--- src/shared/bchs_map.vh ---
// Constants of the bridge header status and bus number register bank.
// Assumes inclusion by bare name from the design file; definitions only.
`ifndef BCHS_MAP_VH
`define BCHS_MAP_VH

// Word offsets on the register bus (byte addresses)
`define BCHS_OFF_CMD_STS 8'h04
`define BCHS_OFF_REV_CLS 8'h08
`define BCHS_OFF_CLS_HDR 8'h0C
`define BCHS_OFF_BUSNUM 8'h18

// Control bits in the low half of the status word
`define BCHS_CMD_PERR_EN 6
`define BCHS_CMD_SERR_EN 8

// Status bit positions in the upper half of the word
`define BCHS_STS_INT_PEND 19
`define BCHS_STS_CAP_LIST 20
`define BCHS_STS_MDPE 24
`define BCHS_STS_STA 27
`define BCHS_STS_RTA 28
`define BCHS_STS_RMA 29
`define BCHS_STS_SSE 30
`define BCHS_STS_DPE 31

// Fixed field values
`define BCHS_PROG_IF 8'h00
`define BCHS_SUB_CLASS 8'h04
`define BCHS_BASE_CLASS 8'h06
`define BCHS_LAT_TIMER 8'h00
`define BCHS_HDR_TYPE 8'h01
`define BCHS_RESET_BYTE 8'h00
`define BCHS_ZERO_WORD 32'h0000_0000

// Field positions inside the words
`define BCHS_B0 7:0
`define BCHS_B1 15:8
`define BCHS_B2 23:16
`define BCHS_B3 31:24

// Bus encodings
`define BCHS_HRESP_OKAY 1'b0

`endif

--- src/rtl/bchs_regs.v ---
// Bridge header status flags, class code, cache line and bus numbers
// as an AHB-Lite register slave on hclk.
// Assumes event pulses come from logic on hclk and need no synchroniser,
// and that the bus carries only single whole-word transfers.
//
// Behaviour
// - Interrupt pending status bit always reads zero
// - Capabilities list bit reads one after reset
// - 66MHz, fast back-to-back, select timing read zero
// - Master data parity flag set on requester parity
// - Master parity flag never set without response enable
// - Signaled target abort set on sent completer abort
// - Received master abort set on unsupported request completion
// - System error flag set on error message, enable
// - Detected parity flag set on poisoned TLP
// - Class code reads 06h, 04h, 00h
// - Cache line size byte plain read-write, no effect
// - Primary latency timer byte reads zero always
// - Header type byte reads 01h
// - Upstream bus number read-write, resets 00h
// - Downstream bus number read-write, resets 00h
// - Highest bus number read-write, resets 00h
// - Revision byte fixed, writes ignored
// - Parity error response enable at control bit 6
// - System error enable at control bit 8
`timescale 1ns/10ps
`include "bchs_map.vh"

module bchs_regs
#(
  parameter [7:0] SILICON_REV = 8'h01 // Arbitrary revision value
)
(
  // Clock and reset
  input wire hclk,
  input wire hresetn,
  // AHB-Lite slave
  input wire hsel,
  input wire [31:0] haddr,
  input wire [1:0] htrans,
  input wire hwrite,
  input wire [2:0] hsize,
  input wire [31:0] hwdata,
  input wire hready,
  output reg hreadyout,
  output reg hresp,
  output reg [31:0] hrdata,
  // Status events, one-cycle pulses from the port logic
  input wire ev_req_parity_err,
  input wire ev_cpl_abort_sent,
  input wire ev_cpl_abort_rcvd,
  input wire ev_cpl_unsup_rcvd,
  input wire ev_err_msg_sent,
  input wire ev_poisoned_rcvd,
  // Controls seen by the port logic
  output reg parity_resp_en,
  output reg sys_err_en,
  output reg [7:0] upstream_bus_number,
  output reg [7:0] downstream_bus_number,
  output reg [7:0] highest_bus_number
);

  // Transfer states, one-hot
  localparam [2:0] ST_IDLE = 3'b001;
  localparam [2:0] ST_WRITE = 3'b010;
  localparam [2:0] ST_READ = 3'b100;

  reg [2:0] state_r;
  reg [2:0] state_nxt;
  reg [7:0] addr_r;
  reg mdpe_r;
  reg sta_r;
  reg rta_r;
  reg rma_r;
  reg sse_r;
  reg dpe_r;
  reg [7:0] cache_line_size_r;
  wire take;
  wire wr_cmd;
  wire wr_cls;
  wire wr_bus;
  wire [31:0] status_word;
  wire [31:0] rd_word;
  // Set and clear terms of the write-one-to-clear flags
  wire mdpe_set;
  wire mdpe_clr;
  wire sse_set;
  wire sse_clr;
  wire dpe_set;
  wire dpe_clr;
  // Next values of the flags, controls and read-write bytes
  reg mdpe_nxt;
  reg sta_nxt;
  reg rta_nxt;
  reg rma_nxt;
  reg sse_nxt;
  reg dpe_nxt;
  reg parity_resp_en_nxt;
  reg sys_err_en_nxt;
  reg [7:0] cache_line_size_nxt;
  reg [7:0] upstream_bus_number_nxt;
  reg [7:0] downstream_bus_number_nxt;
  reg [7:0] highest_bus_number_nxt;
  // Fixed and stored words as they read back
  wire [31:0] rev_cls_word;
  wire [31:0] cls_hdr_word;
  wire [31:0] busnum_word;
  // Fixed status bits; constants so that writes cannot reach them
  wire sts_int_pend;
  wire sts_cap_list;
  wire sts_66mhz;
  wire sts_reserved22;
  wire sts_fast_b2b;
  wire [1:0] sts_sel_timing;
  wire [2:0] sts_reserved_lo;
  // The two halves of the status word
  wire [15:0] ctl_half;
  wire [15:0] sts_half;

  // Sticky flag with write-one-to-clear; a set in the clearing cycle wins
  function upd_w1c;
    input cur;
    input set;
    input clr;
    begin
      upd_w1c = (cur & ~clr) | set;
    end
  endfunction

  // Word read value for a given offset; unmapped offsets read zero
  function [31:0] rd_mux;
    input [7:0] off;
    input [31:0] sts;
    begin
      case (off)
        `BCHS_OFF_CMD_STS:
          rd_mux = sts;
        `BCHS_OFF_REV_CLS:
          rd_mux = rev_cls_word;
        `BCHS_OFF_CLS_HDR:
          rd_mux = cls_hdr_word;
        `BCHS_OFF_BUSNUM:
          rd_mux = busnum_word;
        default:
          rd_mux = `BCHS_ZERO_WORD;
      endcase
    end
  endfunction

  // Word offset match; the block mirrors every 256 bytes
  function at_off;
    input [7:0] cur;
    input [7:0] off;
    begin
      at_off = (cur == off);
    end
  endfunction

  // Class and header words, fixed but for cache_line_size_r; only the revision byte is a build choice
  assign rev_cls_word = {`BCHS_BASE_CLASS, `BCHS_SUB_CLASS,
                         `BCHS_PROG_IF, SILICON_REV};
  assign cls_hdr_word = {`BCHS_RESET_BYTE, `BCHS_HDR_TYPE,
                         `BCHS_LAT_TIMER, cache_line_size_r};
  // Top byte of the bus number word is reserved and reads zero
  assign busnum_word = {`BCHS_RESET_BYTE, highest_bus_number,
                        downstream_bus_number, upstream_bus_number};

  // Address phase accepted while the bus is ready
  assign take = hsel & htrans[1] & hready;

  // Write strobes during the write data phase
  assign wr_cmd = state_r[1] & at_off(addr_r, `BCHS_OFF_CMD_STS);
  assign wr_cls = state_r[1] & at_off(addr_r, `BCHS_OFF_CLS_HDR);
  assign wr_bus = state_r[1] & at_off(addr_r, `BCHS_OFF_BUSNUM);

  // Fixed status bits; legacy bus timing has no meaning on a serial link
  assign sts_int_pend = 1'b0;
  assign sts_cap_list = 1'b1;
  assign sts_66mhz = 1'b0;
  assign sts_reserved22 = 1'b0;
  assign sts_fast_b2b = 1'b0;
  assign sts_sel_timing = 2'b00;
  assign sts_reserved_lo = 3'b000;

  // Status half over the control half
  assign sts_half = {dpe_r, sse_r, rma_r, rta_r, sta_r, sts_sel_timing,
                     mdpe_r, sts_fast_b2b, sts_reserved22, sts_66mhz,
                     sts_cap_list, sts_int_pend, sts_reserved_lo};
  assign ctl_half = {7'h00, sys_err_en, 1'b0, parity_resp_en, 6'h00};
  assign status_word = {sts_half, ctl_half};
  assign rd_word = rd_mux(addr_r, status_word);

  // MDPE and SSE set terms are gated by their enables, DPE is not; clears need a written one
  assign mdpe_set = ev_req_parity_err & parity_resp_en;
  assign mdpe_clr = wr_cmd & hwdata[`BCHS_STS_MDPE];
  assign sse_set = ev_err_msg_sent & sys_err_en;
  assign sse_clr = wr_cmd & hwdata[`BCHS_STS_SSE];
  assign dpe_set = ev_poisoned_rcvd;
  assign dpe_clr = wr_cmd & hwdata[`BCHS_STS_DPE];

  // Next flag values; abort bits only accumulate until reset
  always @*
  begin
    mdpe_nxt = upd_w1c(mdpe_r, mdpe_set, mdpe_clr);
    sse_nxt = upd_w1c(sse_r, sse_set, sse_clr);
    dpe_nxt = upd_w1c(dpe_r, dpe_set, dpe_clr);
    sta_nxt = sta_r | ev_cpl_abort_sent;
    rta_nxt = rta_r | ev_cpl_abort_rcvd;
    rma_nxt = rma_r | ev_cpl_unsup_rcvd;
  end

  // Next control and byte values; writes land in the data phase
  always @*
  begin
    parity_resp_en_nxt = parity_resp_en;
    sys_err_en_nxt = sys_err_en;
    cache_line_size_nxt = cache_line_size_r;
    upstream_bus_number_nxt = upstream_bus_number;
    downstream_bus_number_nxt = downstream_bus_number;
    highest_bus_number_nxt = highest_bus_number;
    if (wr_cmd)
    begin
      parity_resp_en_nxt = hwdata[`BCHS_CMD_PERR_EN];
      sys_err_en_nxt = hwdata[`BCHS_CMD_SERR_EN];
    end
    // Stored only for software; nothing else reads it
    if (wr_cls)
      cache_line_size_nxt = hwdata[`BCHS_B0];
    if (wr_bus)
    begin
      upstream_bus_number_nxt = hwdata[`BCHS_B0];
      downstream_bus_number_nxt = hwdata[`BCHS_B1];
      highest_bus_number_nxt = hwdata[`BCHS_B2];
    end
  end

  // Next transfer state
  always @*
  begin
    state_nxt = state_r;
    case (state_r)
      ST_IDLE, ST_WRITE:
      begin
        if (take)
          state_nxt = hwrite ? ST_WRITE : ST_READ;
        else
          state_nxt = ST_IDLE;
      end
      ST_READ:
        state_nxt = ST_IDLE; // Wait cycle ends, hreadyout returns high
      default:
        state_nxt = ST_IDLE;
    endcase
  end

  // Bus handshake; reads take one wait state so that a read right after
  // a write returns the freshly written value
  always @(posedge hclk or negedge hresetn)
  begin
    if (!hresetn)
    begin
      state_r <= ST_IDLE;
      addr_r <= 8'h00;
      hreadyout <= 1'b1;
      hresp <= `BCHS_HRESP_OKAY;
      hrdata <= `BCHS_ZERO_WORD;
    end
    else
    begin
      state_r <= state_nxt;
      hresp <= `BCHS_HRESP_OKAY;
      if (take && state_r != ST_READ)
        addr_r <= {haddr[7:2], 2'b00};
      if (state_nxt == ST_READ)
        hreadyout <= 1'b0;
      else
        hreadyout <= 1'b1;
      if (state_r == ST_READ)
        hrdata <= rd_word;
    end
  end

  // Control bits and plain read-write bytes
  always @(posedge hclk or negedge hresetn)
  begin
    if (!hresetn)
    begin
      parity_resp_en <= 1'b0;
      sys_err_en <= 1'b0;
      cache_line_size_r <= `BCHS_RESET_BYTE;
      upstream_bus_number <= `BCHS_RESET_BYTE;
      downstream_bus_number <= `BCHS_RESET_BYTE;
      highest_bus_number <= `BCHS_RESET_BYTE;
    end
    else
    begin
      parity_resp_en <= parity_resp_en_nxt;
      sys_err_en <= sys_err_en_nxt;
      cache_line_size_r <= cache_line_size_nxt;
      upstream_bus_number <= upstream_bus_number_nxt;
      downstream_bus_number <= downstream_bus_number_nxt;
      highest_bus_number <= highest_bus_number_nxt;
    end
  end

  // Sticky status flags; the abort bits clear only on reset
  always @(posedge hclk or negedge hresetn)
  begin
    if (!hresetn)
    begin
      mdpe_r <= 1'b0;
      sta_r <= 1'b0;
      rta_r <= 1'b0;
      rma_r <= 1'b0;
      sse_r <= 1'b0;
      dpe_r <= 1'b0;
    end
    else
    begin
      mdpe_r <= mdpe_nxt;
      sta_r <= sta_nxt;
      rta_r <= rta_nxt;
      rma_r <= rma_nxt;
      sse_r <= sse_nxt;
      dpe_r <= dpe_nxt;
    end
  end

endmodule // bchs_regs

--- config.mk ---
export PLATFORM = sky130hd
export DESIGN_NAME = bchs_regs
export DESIGN_NICKNAME = d
export VERILOG_FILES = /design/src/rtl/bchs_regs.v
export VERILOG_INCLUDE_DIRS = /design/src /design/src/shared
export SDC_FILE = /design/constraint.sdc
export NUM_CORES = 1
export LEC_CHECK = 0
export ABC_CLOCK_PERIOD_IN_PS = 1910
export BUFFER_PORTS_ARGS = -buffer_cell sky130_fd_sc_hd__buf_2
export CAP_MARGIN = 10
export CORE_ASPECT_RATIO = 0.9
export CORE_MARGIN = 2
export CORE_UTILIZATION = 47
export CTS_CLUSTER_SIZE = 40
export DETAILED_ROUTE_END_ITERATION = 8
export GPL_TIMING_DRIVEN = 0
export HOLD_SLACK_MARGIN = 0.05
export PLACE_DENSITY = 0.78
export SETUP_SLACK_MARGIN = 0.15
export SLEW_MARGIN = 20
export SYNTH_ARGS = -nofsm -noshare
export SYNTH_HDL_FRONTEND = slang
export SYNTH_SLANG_ARGS = --single-unit
--- constraint.sdc ---
create_clock -name hclk -period 1.91 [get_ports hclk]
set_clock_uncertainty 0.05 [all_clocks]
set_input_delay 0.0955 -clock hclk [delete_from_list [all_inputs] [get_ports hclk]]
set_output_delay 0.0955 -clock hclk [all_outputs]
set_load 0.01 [all_outputs]
# Word-level counts from Yosys, hierarchy flattened
# Cells that the tools add are included.
# word_totals
out_inout_bits	60
n_memories	0
ramBits	0
latch_bits	0
regBits	82
inputBits	80
romBits	0
# op_classes
n_mul	0
reduce_logical	2
magnitude_cmp	0
n_addsub	0
bitwise_logic	22
div_mod_pow	0
shift	0
n_eq_ne	9
muxes	5
# op_table
operator	count
$pmux W32 S4	1
$and A1 B1 Y1	13
$eq A6 B2 Y1 const B	2
$mux W3	3
$eq A3 B3 Y1 const B	2
$eq A6 B1 Y1 const B	1
$eq A6 B3 Y1 const B	1
$or A1 B1 Y1	6
$eq A3 B1 Y1 const B	1
$eq A3 B2 Y1 const B	1
$ne A3 B3 Y1 const B	1
$not A1 Y1	3
$reduce_or A2 Y1	1
$logic_and A1 B1 Y1	1
$mux W1	1

# Depth between registers and ports, before layout
# logic_depth
ltp_word	6
depth_mapped	6
depth_no_buf	4

# Worst setup path before layout
# Ideal clock, no wire load.
# synth_path
kind	reg-to-reg
start	register addr_r[5]
end	register cache_line_size_r[0]
setup_slack_ps	264
t_arrival_ps	1471
setup_ps	125
t_required_ps	1735
path_stages_with_launch	6
cell_sequence	dfrtp_1 nor3_1 buf_2 and4_1 buf_2 mux2_2
# synth_via
elab_chain_cells	2
# synth_lines
element	line_no	rtl
start: declaration	bchs_regs.v:70	reg [7:0] addr_r;
start signal: assignment	bchs_regs.v:273	addr_r <= {haddr[7:2], 2'b00};
$eq A6 B2 Y1	bchs_regs.v:155	at_off = (cur == off);
$and A1 B1 Y1	bchs_regs.v:173	assign wr_cls = state_r[1] & at_off(addr_r, `BCHS_OFF_CLS_HDR);
end signal: assignment	bchs_regs.v:290	cache_line_size_r <= `BCHS_RESET_BYTE;
end signal: assignment	bchs_regs.v:299	cache_line_size_r <= cache_line_size_nxt;
end: declaration	bchs_regs.v:77	reg [7:0] cache_line_size_r;
# No other way between the ends.
# A chain may end at the register's enable or synchronous reset.

# Final worst setup path
# layout_path
start	register state_r[1]
end	register hrdata[6]
# layout_via
elab_chain_cells	1
# layout_lines
element	line_no	rtl
start: declaration	bchs_regs.v:68	reg [2:0] state_r;
start signal: assignment	bchs_regs.v:270	state_r <= state_nxt;
$eq A3 B3 Y1	bchs_regs.v:278	if (state_r == ST_READ)
end signal: assignment	bchs_regs.v:266	hrdata <= `BCHS_ZERO_WORD;
end signal: assignment	bchs_regs.v:279	hrdata <= rd_word;
end: declaration	bchs_regs.v:47	output reg [31:0] hrdata,
# No other way between the ends.

==> results.json <==
{
  "status": "finished, final reports clean",
  "track_usage_pct": 22.88,
  "worstPathArrival_ps": 1940,
  "worstHoldEndpoint": "state_r[0]$_DFF_PN1_",
  "fmax_mhz": 576.1,
  "tritoncts": "yes",
  "worstHoldStart": "htrans[1]",
  "r2r-start": "state_r[1]$_DFF_PN0_",
  "hp-class": "in2reg",
  "drc_errors": 0,
  "core_um2": 6656,
  "fin_crit_sh_pct": 90.89,
  "p_sw_share_pct": 25.47,
  "worstSetupPathType": "reg2reg",
  "grt_start_max_net_pins": 48,
  "slew-limit-headroom_pct": 66.78,
  "slew_violations": 0,
  "postRouteAntennaNets": 0,
  "fill_cells": 481,
  "syn_area_um2": 3281,
  "cts_sinks": 81,
  "io-pin-count": 140,
  "dp_hpwl_um": 5481,
  "grt-ovfl-total": 0,
  "die_x_um": 92.07,
  "p_comb_share_pct": 14.0,
  "fin_nets": 516,
  "setup_slack_ps": 174.1,
  "seqPwrFrac_pct": 53.6,
  "final_core_utilization_pct": 70.39,
  "postSynthAreaPerCell_um2": 12.06,
  "hold_depth": 4,
  "synth_cell_types": 34,
  "synth_cells": 272,
  "cts_buffer_depth": 2,
  "power_density_nw_per_um2": 741.3,
  "critPathCaptureType": "flip-flop",
  "worst_pin_slew_ps": 496.5,
  "first_global_vias": 2834,
  "drt-pass1-iter-count": 4,
  "die_area_um2": 7665,
  "cts_buffers": 9,
  "hold_viol": 0,
  "power_switching_uw": 884.7,
  "critPathLaunchType": "flip-flop",
  "h-tree-depth": 3,
  "start_util_pct": 49.29,
  "vias": 2716,
  "rsz0062_at_grt": "true",
  "grt_pass1_wl_um": 13580,
  "clk_pin_slew_worst_paths_ps": 80,
  "layout-drive-gt1-share_pct": 44.44,
  "vdd_drop_max_mv": 0.4983,
  "port_buffers": 103,
  "ff2ff_setup_slack_ps": 170,
  "finalSetupViolCount": 0,
  "clkLatencyLatePin_ps": 340,
  "initialDrtViolationCount": 117,
  "cts-root-buf": "clkbuf_8",
  "antenna_found_initial": 0,
  "cell_internal_pwr_mw": 2.589,
  "routed_via_density": 5.115,
  "required_ps": 2110,
  "rr_endpoint": "hrdata[6]$_DFFE_PN0N_",
  "rr_worst_depth": 5,
  "die_y_um": 83.26,
  "synth-seq-cells": 81,
  "wl_per_cell_um": 16.11,
  "area_growth_pct": 42.83,
  "post-place-ws_ps": -26.24,
  "crit_fanout": 10,
  "diodes": 0,
  "drt_wl_total_um": 8554,
  "row_count": 28,
  "cap_viol_max_count": 0,
  "gp_congestion": 0.7865,
  "ys_seq_area_share_pct": 61.86,
  "synth_fp_nets": 352,
  "min_period_ps": 1736,
  "ys.warnings.count": 0,
  "p_clk_share_pct": 32.4,
  "p_leak_nw": 2.226
}
[how the worst max path moves through the flow]
stage | start | to | slack, ps | depth (start not counted)
2_1_floorplan | addr_r[5]$_DFFE_PN0P_ | cache_line_size_r[0]$_DFFE_PN0P_ | 260 | 5
4_1_cts | addr_r[4]$_DFFE_PN0P_ | highest_bus_number[2]$_DFFE_PN0P_ | 110 | 6
6_report | state_r[1]$_DFF_PN0_ | hrdata[6]$_DFFE_PN0N_ | 170 | 5
3_3_place_gp | addr_r[5]$_DFFE_PN0P_ | highest_bus_number[3]$_DFFE_PN0P_ | -9 | 5
3_5_place_dp | addr_r[5]$_DFFE_PN0P_ | highest_bus_number[2]$_DFFE_PN0P_ | -30 | 5
5_1_grt | addr_r[7]$_DFFE_PN0P_ | cache_line_size_r[6]$_DFFE_PN0P_ | 110 | 5
[metrics by stage]
stage / cells / area [um2] / power (mW) / hold WS (ps) / setup TNS [ps]
floorplan: 272 / 3281 / 2.071 / -250.1 / 0
CTS: 523 / 4557 / 3.461 / 60.89 / 0
detailed placement: 466 / 3939 / 2.262 / 29.42 / -251.2
finish: 531 / 4686 / 3.474 / 84.28 / 0
global placement: 465 / 3909 / 2.241 / 234.8 / -75.01
global route: 531 / 4686 / 3.634 / 106.0 / 0
[sequential cells by signal, summed over array words and instances, names as in the netlist]
signal,flops
sse_r,1
hrdata,31
dpe_r,1
downstream_bus_number,8
addr_r,6
rma_r,1
hreadyout,1
upstream_bus_number,8
rta_r,1
state_r,3
cache_line_size_r,8
sta_r,1
parity_resp_en,1
mdpe_r,1
sys_err_en,1
highest_bus_number,8
[synth_stat cells]
cell       n  area, um2
a21o_1     1      7.510
a21oi_1    2      10.01
a221o_1    1      10.01
a22o_1     2      17.52
a22oi_1    8      60.06
and2_1     1      6.260
and3b_1    1      8.760
and4_1     1      8.760
buf_1      1      3.750
buf_2     11      55.05
buf_4      2      15.01
clkbuf_1   6      22.52
conb_1     1      3.750
dfrtp_1   79       1977
dfstp_2    2      52.55
inv_1      2      7.510
mux2_2    41      461.7
nand2_1   53      198.9
nand2b_1   2      12.51
nand3_1    2      10.01
nand3_2    1      10.01
nand4_1    3      18.77
nor2_1     2      7.510
nor2b_1    5      31.28
nor3_1     2      10.01
nor3b_1    1      7.510
nor3b_2    1      12.51
o21ai_0   20      100.1
o21ai_1    1      5.000
o31ai_1   11      82.58
or2_2      3      18.77
or3b_1     1      8.760
or4b_1     1      10.01
xnor2_1    1      8.760
[cells by family after synthesis]
logic type	synth area share [%]
other	0.1143
multiplexers	14.07
buffers and inverters	3.165
XOR/XNOR	0.2670
flip-flops	61.86
AO/OA/AOI/OAI	8.925
AND/OR/NAND/NOR	11.59
[what timing repair did]
item                                    in CTS  in global routing
endpoints found under the setup margin      58                 54
gates resized for setup                     13                 21
setup buffers                                0                  8
hold buffers                                41                  0
endpoints found under the hold margin      116                  0
pin swaps                                    0                  2
[layer usage]
metal	share of wire [%]	track usage, %
met5	0	0
met4	2.5	8.277
met3	5.7	6.080
met2	51	38.50
met1	41	28.46
[cell usage in the layout, fill, tap and decap left out, types with 2 or more instances in the layout]
cell / instances
a21oi_1: 2
a22o_1: 2
a22oi_1: 8
buf_12: 2
buf_2: 107
buf_4: 13
clkbuf_1: 4
clkbuf_2: 2
clkbuf_4: 5
clkbuf_8: 11
dfrtp_1: 79
dfstp_2: 2
dlygate4sd3_1: 41
inv_1: 2
mux2_2: 41
nand2_1: 53
nand2b_1: 2
nand3_1: 2
nand4_1: 3
nor2_1: 2
nor2b_1: 5
o21ai_0: 20
o31ai_1: 9
o31ai_2: 2
or2_2: 3
[final cells by class]
type | count | area (um2) | share of cell area (%)
Tap cell | 90 | 112.6 | 2.403
Timing Repair Buffer | 153 | 1016 | 21.68
Multi-Input combinational cell | 169 | 1187 | 25.34
Clock buffer | 14 | 162.7 | 3.471
Buffer | 20 | 157.7 | 3.364
Sequential cell | 81 | 2029 | 43.31
Inverter | 2 | 7.507 | 0.1602
Clock inverter | 2 | 12.51 | 0.2670
[power by group through the flow]
stage                     clock network (mW)  logic [mW]  registers, mW
final                                   1.12       0.488           1.86
after floorplan                            0       0.182           1.89
after global placement                     0       0.361           1.88
after global routing                    1.23       0.530           1.87
after detailed placement                   0       0.377           1.88
after CTS                               1.16       0.447           1.85
[critical path, cell delays in order (launching register included)]
cell,delay (ps)
dfrtp_1,360
clkbuf_4,190
or3b_1,400
buf_2,180
buf_4,190
o31ai_2,270
No activity file was read; power rests on OpenSTA's default activity.
